$ cat src/rtl/fbc_cfg.svh
// Constants for the flag branch, call and timer execution block
`ifndef FBC_CFG_SVH
`define FBC_CFG_SVH
`define FBC_OP_JF_P0 10'h1D1
`define FBC_OP_JF_P1 10'h211
`define FBC_OP_JNF_P0 10'h1F1
`define FBC_OP_JNF_P1 10'h231
`define FBC_OP_CALL 10'h0D2
`define FBC_OP_RET 10'h112
`define FBC_OP_RDT0 10'h3DF
`define FBC_OP_RDT1 10'h3FF
`define FBC_OP_WRT0 10'h09F
`define FBC_OP_WRT1 10'h0BF
`define FBC_OP_LDTI 10'h0DF
`define FBC_OP_LDTM 10'h0FF
`define FBC_OP_HALT 10'h051
`define FBC_OP_STTSI 10'h071
`define FBC_OP_STTSR_HI 5'h01
`define FBC_OP_CARRY_ON_ALL_ONES 10'h353
`define FBC_PAGE_BITS 1
`define FBC_RESET_PC 11'h000
`define FBC_TMR_SLOW 64
`define FBC_TMR_FAST 128
`endif

$ cat src/rtl/fbc_pkg.sv
// Types for the flag branch, call and timer execution block
package fbc_pkg;
  typedef enum logic [2:0] {
    FBC_FETCH = 3'b001,
    FBC_OPND = 3'b010,
    FBC_STBY = 3'b100
  } fbc_state_type;
  typedef enum logic [3:0] {
    FBC_K_NONE = 4'h0,
    FBC_K_JF = 4'h1,
    FBC_K_JNF = 4'h2,
    FBC_K_CALL = 4'h3,
    FBC_K_LDTI = 4'h4,
    FBC_K_HALT = 4'h5,
    FBC_K_STATUS_TEST = 4'h6
  } fbc_kind_type;
endpackage

$ cat src/rtl/fbc_exec.sv
// Execution logic for flag branch, call, timer, standby and status tests
// How it works
// - Jump-if-flag loads target when flag set, else PC plus two
// - Jump-if-flag-clear loads target when flag clear, else skips both words
// - Program memory in 1K pages; large variant pages 0 and 1, small page 0
// - Call takes two cycles: bump stack pointer, save PC, load target
// - Stack pointer carry on call raises internal reset
// - Return takes one cycle: restore PC, then drop stack pointer
// - Stack pointer borrow on return raises internal reset
// - Timer nibble read gives bits 9:6 or 5:2 and clears carry
// - Timer nibble write loads 9:6 clearing bit 1, or 5:2 clearing bit 0
// - Load-timer-immediate puts ten immediate bits into the timer
// - Timer interval is value plus one times 64 or 128 clocks
// - Load-timer-from-memory reads word at page control plus pointer pair
// - Standby instruction enters standby; immediate picks release condition
// - Register status test sets flag on any enabled status match
// - Immediate status test matches the same way, sets or clears flag
// - Carry-on-all-ones sets carry only when accumulator is all ones
// - False branch advances PC by two, skipping the target word
`include "fbc_cfg.svh"
module fbc_exec
  import fbc_pkg::*;
#(
  parameter int TMR_DIV = `FBC_TMR_SLOW,
  parameter bit BIG_ROM = 1'b1
) (
  input wire logic mclk,
  input wire logic arst_n,
  input wire logic [9:0] rom_data,
  output logic [10:0] rom_addr,
  input wire logic [3:0] accum_in,
  input wire logic [3:0] low_bank_register,
  input wire logic [2:0] rom_page_control,
  input wire logic [7:0] rom_pointer_pair,
  input wire logic sense_input_a,
  input wire logic sense_input_b,
  input wire logic [7:0] key_io_lines,
  input wire logic [3:0] key_input_lines,
  input wire logic wake,
  output logic [3:0] accum_out,
  output logic accum_we,
  output logic carry_flag,
  output logic test_flag,
  output logic [9:0] timer_value,
  output logic timer_status,
  output logic standby,
  output logic [3:0] standby_cond,
  output logic internal_reset
);
  logic rst_a, rst_n;
  logic sa1, sa2, sb1, sb2, ko2, ki2, wk1, wk2;
  logic [7:0] kio1;
  logic [3:0] kin1;
  fbc_state_type state;
  fbc_kind_type kind;
  logic [10:0] pc, address_stack_reg;
  logic sp;
  logic [9:0] tcount;
  logic [7:0] tdiv;
  logic ldtm_pend;
  logic [3:0] status_test_reg;
  // Page of the pending branch or call target
  logic opg;

  // Operand word to target address
  function automatic logic [9:0] op_target(input logic [9:0] w);
    return {w[9], w[4], w[8:5], w[3:0]};
  endfunction

  // Reset release
  always_ff @(posedge mclk or negedge arst_n) begin
    if (!arst_n) begin
      rst_a <= 1'b0;
      rst_n <= 1'b0;
    end else begin
      rst_a <= 1'b1;
      rst_n <= rst_a;
    end
  end

  // Pin synchronisers
  always_ff @(posedge mclk or negedge rst_n) begin
    if (!rst_n) begin
      sa1 <= 1'b0; sa2 <= 1'b0; sb1 <= 1'b0; sb2 <= 1'b0;
      kio1 <= 8'h00; ko2 <= 1'b0; kin1 <= 4'h0; ki2 <= 1'b0;
      wk1 <= 1'b0; wk2 <= 1'b0;
    end else begin
      sa1 <= sense_input_a; sa2 <= sa1;
      sb1 <= sense_input_b; sb2 <= sb1;
      kio1 <= key_io_lines; ko2 <= |kio1;
      kin1 <= key_input_lines; ki2 <= |kin1;
      wk1 <= wake; wk2 <= wk1;
    end
  end

  wire [9:0] ir = rom_data;
  // Target address bit order on the operand word
  wire [9:0] target = op_target(ir);
  // Page 1 opcodes only exist on the large variant
  wire is_jf1 = BIG_ROM && (ir == `FBC_OP_JF_P1);
  wire is_jnf1 = BIG_ROM && (ir == `FBC_OP_JNF_P1);
  wire is_jf = (ir == `FBC_OP_JF_P0) || is_jf1;
  wire is_jnf = (ir == `FBC_OP_JNF_P0) || is_jnf1;
  wire is_call = (ir == `FBC_OP_CALL);
  wire is_ret = (ir == `FBC_OP_RET);
  wire is_rdt = (ir == `FBC_OP_RDT0) || (ir == `FBC_OP_RDT1);
  wire is_wt0 = (ir == `FBC_OP_WRT0);
  wire is_wt1 = (ir == `FBC_OP_WRT1);
  wire is_ldti = (ir == `FBC_OP_LDTI);
  wire is_ldtm = (ir == `FBC_OP_LDTM);
  wire is_halt = (ir == `FBC_OP_HALT);
  wire is_sttsi = (ir == `FBC_OP_STTSI);
  wire is_sttsr = (ir[9:5] == `FBC_OP_STTSR_HI) && (ir[4] == 1'b0);
  wire is_carry_on_all_ones = (ir == `FBC_OP_CARRY_ON_ALL_ONES);
  wire [3:0] status_vec = {timer_status, ki2, ko2, sa2 | sb2};
  wire status_test_match = |(status_vec & status_test_reg);
  wire tick = (tdiv == 8'(TMR_DIV - 1));
  // Expiry beats a status-test clear in the same cycle
  wire tmr_expire = tick && (tcount == 10'h000);
  wire [10:0] pc_next1 = pc + 11'h001;
  wire [10:0] pc_next2 = pc + 11'h002;
  wire [10:0] page_mask = BIG_ROM ? 11'h7FF : 11'h3FF;
  wire stack_fault = (state == FBC_FETCH) && !ldtm_pend &&
                     ((is_call && sp) || (is_ret && !sp));

  always_ff @(posedge mclk or negedge rst_n) begin
    if (!rst_n) begin
      state <= FBC_FETCH;
      kind <= FBC_K_NONE;
      pc <= `FBC_RESET_PC;
      address_stack_reg <= 11'h000;
      sp <= 1'b0;
      rom_addr <= 11'h000;
      accum_out <= 4'h0;
      accum_we <= 1'b0;
      carry_flag <= 1'b0;
      test_flag <= 1'b0;
      timer_value <= 10'h000;
      tcount <= 10'h000;
      tdiv <= 8'h00;
      timer_status <= 1'b0;
      standby <= 1'b0;
      standby_cond <= 4'h0;
      internal_reset <= 1'b0;
      ldtm_pend <= 1'b0;
      status_test_reg <= 4'h0;
      opg <= 1'b0;
    end else begin
      accum_we <= 1'b0;
      internal_reset <= 1'b0;
      // Timer: interval (value+1) x divider clocks
      tdiv <= tick ? 8'h00 : tdiv + 8'h01;
      if (tick) begin
        if (tcount == 10'h000) begin
          tcount <= timer_value;
          timer_status <= 1'b1;
        end else begin
          tcount <= tcount - 10'h001;
        end
      end
      if (stack_fault) begin
        // Stack over/underflow restarts as reset
        internal_reset <= 1'b1;
        pc <= `FBC_RESET_PC;
        sp <= 1'b0;
        rom_addr <= `FBC_RESET_PC;
        state <= FBC_FETCH;
      end else if (ldtm_pend) begin
        // Table word into timer
        timer_value <= rom_data;
        ldtm_pend <= 1'b0;
        rom_addr <= pc;
      end else begin
        unique case (state)
          FBC_FETCH: begin
            rom_addr <= pc_next1 & page_mask;
            pc <= pc_next1 & page_mask;
            if (is_jf || is_jnf || is_call || is_ldti || is_halt ||
                is_sttsi) begin
              state <= FBC_OPND;
              // Call stays in its own page
              opg <= is_call ? pc[10] : (is_jf1 || is_jnf1);
              kind <= is_jf ? FBC_K_JF : is_jnf ? FBC_K_JNF :
                      is_call ? FBC_K_CALL : is_ldti ? FBC_K_LDTI :
                      is_halt ? FBC_K_HALT : FBC_K_STATUS_TEST;
            end else if (is_ret) begin
              // Restore then drop stack pointer
              pc <= address_stack_reg;
              rom_addr <= address_stack_reg;
              sp <= 1'b0;
            end else if (is_rdt) begin
              // Nibble read clears carry
              accum_out <= ir[5] ? timer_value[9:6] : timer_value[5:2];
              accum_we <= 1'b1;
              carry_flag <= 1'b0;
            end else if (is_wt1) begin
              timer_value[9:6] <= accum_in;
              timer_value[1] <= 1'b0;
            end else if (is_wt0) begin
              timer_value[5:2] <= accum_in;
              timer_value[0] <= 1'b0;
            end else if (is_ldtm) begin
              rom_addr <= {rom_page_control, rom_pointer_pair};
              ldtm_pend <= 1'b1;
            end else if (is_sttsr) begin
              // Register form of status test
              test_flag <= |(status_vec & low_bank_register);
              timer_status <= tmr_expire;
            end else if (is_carry_on_all_ones) begin
              carry_flag <= (accum_in == 4'hF);
            end
          end
          FBC_OPND: begin
            state <= FBC_FETCH;
            rom_addr <= pc_next1 & page_mask;
            pc <= pc_next1 & page_mask;
            unique case (kind)
              FBC_K_JF: if (test_flag) begin
                pc <= {opg, target};
                rom_addr <= {opg, target};
              end
              FBC_K_JNF: if (!test_flag) begin
                pc <= {opg, target};
                rom_addr <= {opg, target};
              end
              FBC_K_CALL: begin
                // Second cycle: save return, load target
                sp <= 1'b1;
                address_stack_reg <= pc_next1 & page_mask;
                pc <= {opg, target};
                rom_addr <= {opg, target};
              end
              FBC_K_LDTI: timer_value <= ir;
              FBC_K_HALT: begin
                standby <= 1'b1;
                standby_cond <= ir[3:0];
                state <= FBC_STBY;
              end
              FBC_K_STATUS_TEST: begin
                status_test_reg <= ir[3:0];
                test_flag <= |(status_vec & ir[3:0]);
                timer_status <= tmr_expire;
              end
              default: ;
            endcase
          end
          FBC_STBY: begin
            if (wk2 || |(status_vec & standby_cond)) begin
              standby <= 1'b0;
              state <= FBC_FETCH;
            end
          end
          default: state <= FBC_FETCH;
        endcase
      end
    end
  end

  a_ret_restores: assert property (@(posedge mclk) disable iff (!rst_n)
    state == FBC_FETCH && is_ret && sp && !ldtm_pend |=> pc == $past(address_stack_reg))
    else $error("return did not restore pc");
  a_carry_on_all_ones_carry: assert property (@(posedge mclk) disable iff (!rst_n)
    state == FBC_FETCH && is_carry_on_all_ones && !stack_fault && !ldtm_pend
    |=> carry_flag == ($past(accum_in) == 4'hF))
    else $error("carry wrong after all-ones test");
  a_ret_underflow: assert property (@(posedge mclk) disable iff (!rst_n)
    state == FBC_FETCH && is_ret && !sp && !ldtm_pend
    |=> internal_reset && pc == `FBC_RESET_PC)
    else $error("underflow did not reset");
  a_call_overflow: assert property (@(posedge mclk) disable iff (!rst_n)
    state == FBC_FETCH && is_call && sp && !ldtm_pend |=> internal_reset)
    else $error("overflow did not reset");
  a_rdt_carry: assert property (@(posedge mclk) disable iff (!rst_n)
    state == FBC_FETCH && is_rdt && !stack_fault && !ldtm_pend
    |=> accum_we && !carry_flag)
    else $error("timer read left carry");
  a_wt1_bit1: assert property (@(posedge mclk) disable iff (!rst_n)
    state == FBC_FETCH && is_wt1 && !ldtm_pend |=> !timer_value[1])
    else $error("bit 1 not cleared");
  a_halt_stby: assert property (@(posedge mclk) disable iff (!rst_n)
    state == FBC_OPND && kind == FBC_K_HALT && !ldtm_pend |=> standby)
    else $error("standby not entered");
  a_call_stack: assert property (@(posedge mclk) disable iff (!rst_n)
    state == FBC_OPND && kind == FBC_K_CALL && !ldtm_pend
    |=> sp && address_stack_reg == $past(pc_next1 & page_mask))
    else $error("call did not save pc");

  // Branch outcomes and page limit
  a_jf_taken: assert property (@(posedge mclk) disable iff (!rst_n)
    state == FBC_OPND && kind == FBC_K_JF && test_flag
    |=> pc[9:0] == $past(target))
    else $error("flag jump not taken");
  a_jnf_taken: assert property (@(posedge mclk) disable iff (!rst_n)
    state == FBC_OPND && kind == FBC_K_JNF && !test_flag
    |=> pc[9:0] == $past(target))
    else $error("flag-clear jump not taken");
  a_false_skip: assert property (@(posedge mclk) disable iff (!rst_n)
    state == FBC_OPND &&
    ((kind == FBC_K_JF && !test_flag) || (kind == FBC_K_JNF && test_flag))
    |=> pc == $past(pc_next1 & page_mask))
    else $error("false branch did not skip");
  a_page_small: assert property (@(posedge mclk) disable iff (!rst_n)
    !BIG_ROM |-> !pc[10])
    else $error("small variant left page 0");

  // Timer loads and expiry
  a_ldti_load: assert property (@(posedge mclk) disable iff (!rst_n)
    state == FBC_OPND && kind == FBC_K_LDTI |=> timer_value == $past(ir))
    else $error("immediate timer load wrong");
  a_wt0_bit0: assert property (@(posedge mclk) disable iff (!rst_n)
    state == FBC_FETCH && is_wt0 && !ldtm_pend && !stack_fault
    |=> !timer_value[0] && timer_value[5:2] == $past(accum_in))
    else $error("low nibble write wrong");
  a_ldtm_load: assert property (@(posedge mclk) disable iff (!rst_n)
    ldtm_pend |=> timer_value == $past(rom_data))
    else $error("table timer load wrong");
  a_tstat_set: assert property (@(posedge mclk) disable iff (!rst_n)
    tmr_expire |=> timer_status)
    else $error("timer expiry lost");

  // Status test, standby and internal reset
  a_sttsi_flag: assert property (@(posedge mclk) disable iff (!rst_n)
    state == FBC_OPND && kind == FBC_K_STATUS_TEST
    |=> test_flag == $past(|(status_vec & ir[3:0])))
    else $error("immediate status test wrong");
  a_stby_hold: assert property (@(posedge mclk) disable iff (!rst_n)
    state == FBC_STBY && !wk2 && !(|(status_vec & standby_cond))
    |=> standby)
    else $error("standby left without cause");
  a_ireset_pc: assert property (@(posedge mclk) disable iff (!rst_n)
    internal_reset |-> pc == `FBC_RESET_PC && !sp)
    else $error("internal reset left state");
endmodule

$ cat config.mk
export PLATFORM = sky130hd
export DESIGN_NAME = fbc_exec
export DESIGN_NICKNAME = d
export VERILOG_FILES = /design/src/rtl/fbc_pkg.sv /design/src/rtl/fbc_exec.sv
export VERILOG_INCLUDE_DIRS = /design/src /design/src/rtl
export SDC_FILE = /design/constraint.sdc
export NUM_CORES = 1
export LEC_CHECK = 0
export BUFFER_PORTS_ARGS = -buffer_cell sky130_fd_sc_hd__clkbuf_2
export CORE_MARGIN = 4
export CORE_UTILIZATION = 50
export DETAILED_ROUTE_END_ITERATION = 6
export PLACE_DENSITY = 0.74
export SKIP_CTS_REPAIR_TIMING = 1
export SYNTH_ARGS = -nofsm -noshare
export SYNTH_HDL_FRONTEND = slang
export SYNTH_SLANG_ARGS = --single-unit
$ cat constraint.sdc
create_clock -name mclk -period 5.5 [get_ports mclk]
set_clock_uncertainty 0.15 [all_clocks]
set_input_delay 1.65 -clock mclk [delete_from_list [all_inputs] [get_ports mclk]]
set_output_delay 1.65 -clock mclk [all_outputs]
set_load 0.02 [all_outputs]
==> impl_metrics.tcl <==
set metrics [dict create \
    antenna_found_initial 0 \
    path_common_cell "nand2_1" \
    clk_latency_ns 0.36 \
    max_stage_delay_ns 0.66 \
    setup_viol 0 \
    viasPerCell 6.17 \
    cp-endpoint "accum_out[1]$_DFFE_PN0P_" \
    route.detailed.drc 0 \
    min_period_over_period 0.656 \
    design.die.area_mm2 0.0132 \
    r2r-end "timer_value[6]$_DFFE_PN0P_" \
    worstSetupStartpointType "input port" \
    wl_per_cell_um 18.7 \
    p_leak_nw 2.98 \
    synth_top_flop_cell "dfrtp_1" \
    ys_warn_count 0 \
    n_antenna_cell 0 \
    dieWidth_um 115 \
    ant_nets 0 \
    drt_iter0_markers 589 \
    final_common_cell "dfrtp_1" \
    crit_required_ns 5.58 \
    avgSynthCellArea_um2 9.32 \
    core_mm2 0.0110 \
    cts.reportedPaths.clkPinSlew_ns 0.08 \
    multi_input_area_mm2 0.00284 \
    path_class "in2reg" \
    hold_viol 0 \
    max_cap_viol_count 0 \
    ys_async_sr_fraction 1.00 \
    slowest_stage "nor2_1" \
    synth_area_leader_cell "dfrtp_1" \
    cts_tree "built" \
    floorplan.initialDensity 0.519 \
    hpwlAfterDp_mm 10.9 \
    arrival_ns 3.68 \
    worstMarginPinSlew_ns 0.860 \
    grtUsageTotal 0.240 \
    slew_headroom 0.426 \
    yosysSeqAreaShare 0.464 \
    worstPathCellList "clkbuf_2 -> and4b_1 -> o211a_1 -> nor2_1 -> nand2_1 -> nand2_1 -> o21ai_0" \
    nFillCells 972 \
    ys_ff_latch 106 \
    place_congestion 0.919 \
    endpoint_kind "register" \
    grt_pass1_wl_mm 25.3 \
    r2r_setup_slack_ns 2.84 \
    synth_top_area_share 0.459 \
    max_freq_mhz 277 \
    htree_num_levels 3 \
    synthDistinctLibCells 75 \
    critPathLaunch "rom_data[8]" \
    rsz0062_at_grt "false" \
    slew_violations 0 \
    clock-sinks 106 \
    final_cell_mix "dfrtp_1 (104), clkbuf_2 (80), nand2_1 (71)" \
    reg2reg_from "state[1]$_DFFE_PN0P_" \
    hold_path.class "reg2async" \
    ios 81 \
    dp_slack_ns 1.56 \
    via_count 5058 \
    status "finished clean" \
    numCtsBuffers 9 \
    die_h_um 115 \
    drt-total-wl_mm 15.4 \
    synth_nets 664 \
    regArea_mm2 0.00266 \
    synth_area_leaders "dfrtp_1 (46%), a21oi_1 (5.4%), nand2_1 (4.7%)" \
    r2r_cells 7 \
    syn_area_mm2 0.00572 \
    grt_pass1_vias 4950 \
    clock-root-buffer "clkbuf_16" \
    port_buffers 80 \
    cp_max_fo 16 \
    irDropWorstVdd_v 0.000329 \
    period_needed_ns 3.61 \
    tns_ns 0 \
    final.setup.worst_slack_ns 1.89 \
    cts_buffer_depth 2 \
    grt-ovfl-total 0 \
    syn_inst 614 \
    placementRows 38 \
    synth_edf_count 0 \
    fin_nets 725 \
    firstDrtPassIters 6 \
    drive_gt1_frac 0.204 \
    power_density_mw_per_mm2 354 \
    grt_max_degree 68 \
    area_delta_synth_final_pct 13.0 \
]
-- how the worst min path moves through the flow --
| stage | from | end |
|---|---|---|
| after CTS | rst_n$_DFF_PN0_ | tdiv[0]$_DFF_PN0_ |
| after global routing | rst_n$_DFF_PN0_ | tdiv[3]$_DFF_PN0_ |
| after global placement | rst_n$_DFF_PN0_ | tdiv[3]$_DFF_PN0_ |
| after floorplan | rst_a$_DFF_PN0_ | rst_n$_DFF_PN0_ |
| final | rst_n$_DFF_PN0_ | tdiv[0]$_DFF_PN0_ |
| after detailed placement | rst_n$_DFF_PN0_ | tdiv[0]$_DFF_PN0_ |
-- report_power, final --
group | switching, mW | total, mW | internal [mW]
clock | 0.310 | 0.629 | 0.319
combinational | 0.428 | 0.675 | 0.247
sequential | 0.109 | 0.984 | 0.875
total | 0.847 | 2.29 | 1.44
-- Yosys cell counts (all sizes together), types with 2 or more instances --
cell type and n:
clkbuf 20, nor3 16, dfrtp 105, nand2b 4, mux2i 10, a22oi 6, o211ai 10, nand3 13
a31oi 9, mux2 23, nor4 7, or2 3, buf 16, a211o 4, nand3b 2, o211a 2
nor2b 2, a222oi 3, or3 6, o31ai 6, nor4b 4, inv 14, and4 3, and3 4
nor2 62, nand2 72, a211oi 5, nor3b 4, a221o 2, o21ai 48, o22ai 8, a21oi 62
ha 4, xor2 10, and4b 4, a221oi 2, nand4 8, xnor2 5, and2 6, a32o 4
-- cell families (layout without fill, tap and decap cells) --
family,count (synthesis),in the layout,synth area share
buffers and inverters,50,116,0.0396
other,1,1,0.000656
multiplexers,33,33,0.0628
XOR/XNOR,15,15,0.0230
flip-flops,106,106,0.464
AO/OA/AOI/OAI,182,182,0.203
AND/OR/NAND/NOR,223,223,0.199
adder cells (fa/ha/maj),4,4,0.00875
-- routing by layer --
metal	wire, um	global-route usage	part of all wire	vias to the layer above
met5	0	0	0	-
met3	1240	0.0621	0.080	41
met1	6470	0.317	0.42	2446
li1	-	-	-	2348
met4	386	0.0822	0.025	0
met2	7270	0.386	0.47	223
-- worst max-delay path, delay by kind of cell --
family	cells	cell delay, ns
AOI/OAI and AO/OA	2	0.33
buffers and inverters	1	0.29
and+or+nand+nor	4	1.41
-- through the flow --
stage               utilization  hold WS, ns  area [um^2]  instances  total power, mW
detailed placement        0.559        0.161         6170        804             1.66
global placement          0.559        0.147         6170        804             1.64
CTS                       0.586        0.169         6460        820             2.29
global route              0.586        0.195         6460        820             2.41
finish                    0.586        0.147         6460        820             2.29
floorplan                     -        0.181         5720        614             1.45
-- final cells by class --
type	instances	share of cell area
Sequential cell	106	0.411
Multi-Input combinational cell	458	0.439
Timing Repair Buffer	86	0.0689
Tap cell	140	0.0271
Clock inverter	6	0.00968
Inverter	14	0.00813
Clock buffer	10	0.0354
No activity file was read; power rests on OpenSTA's default activity.
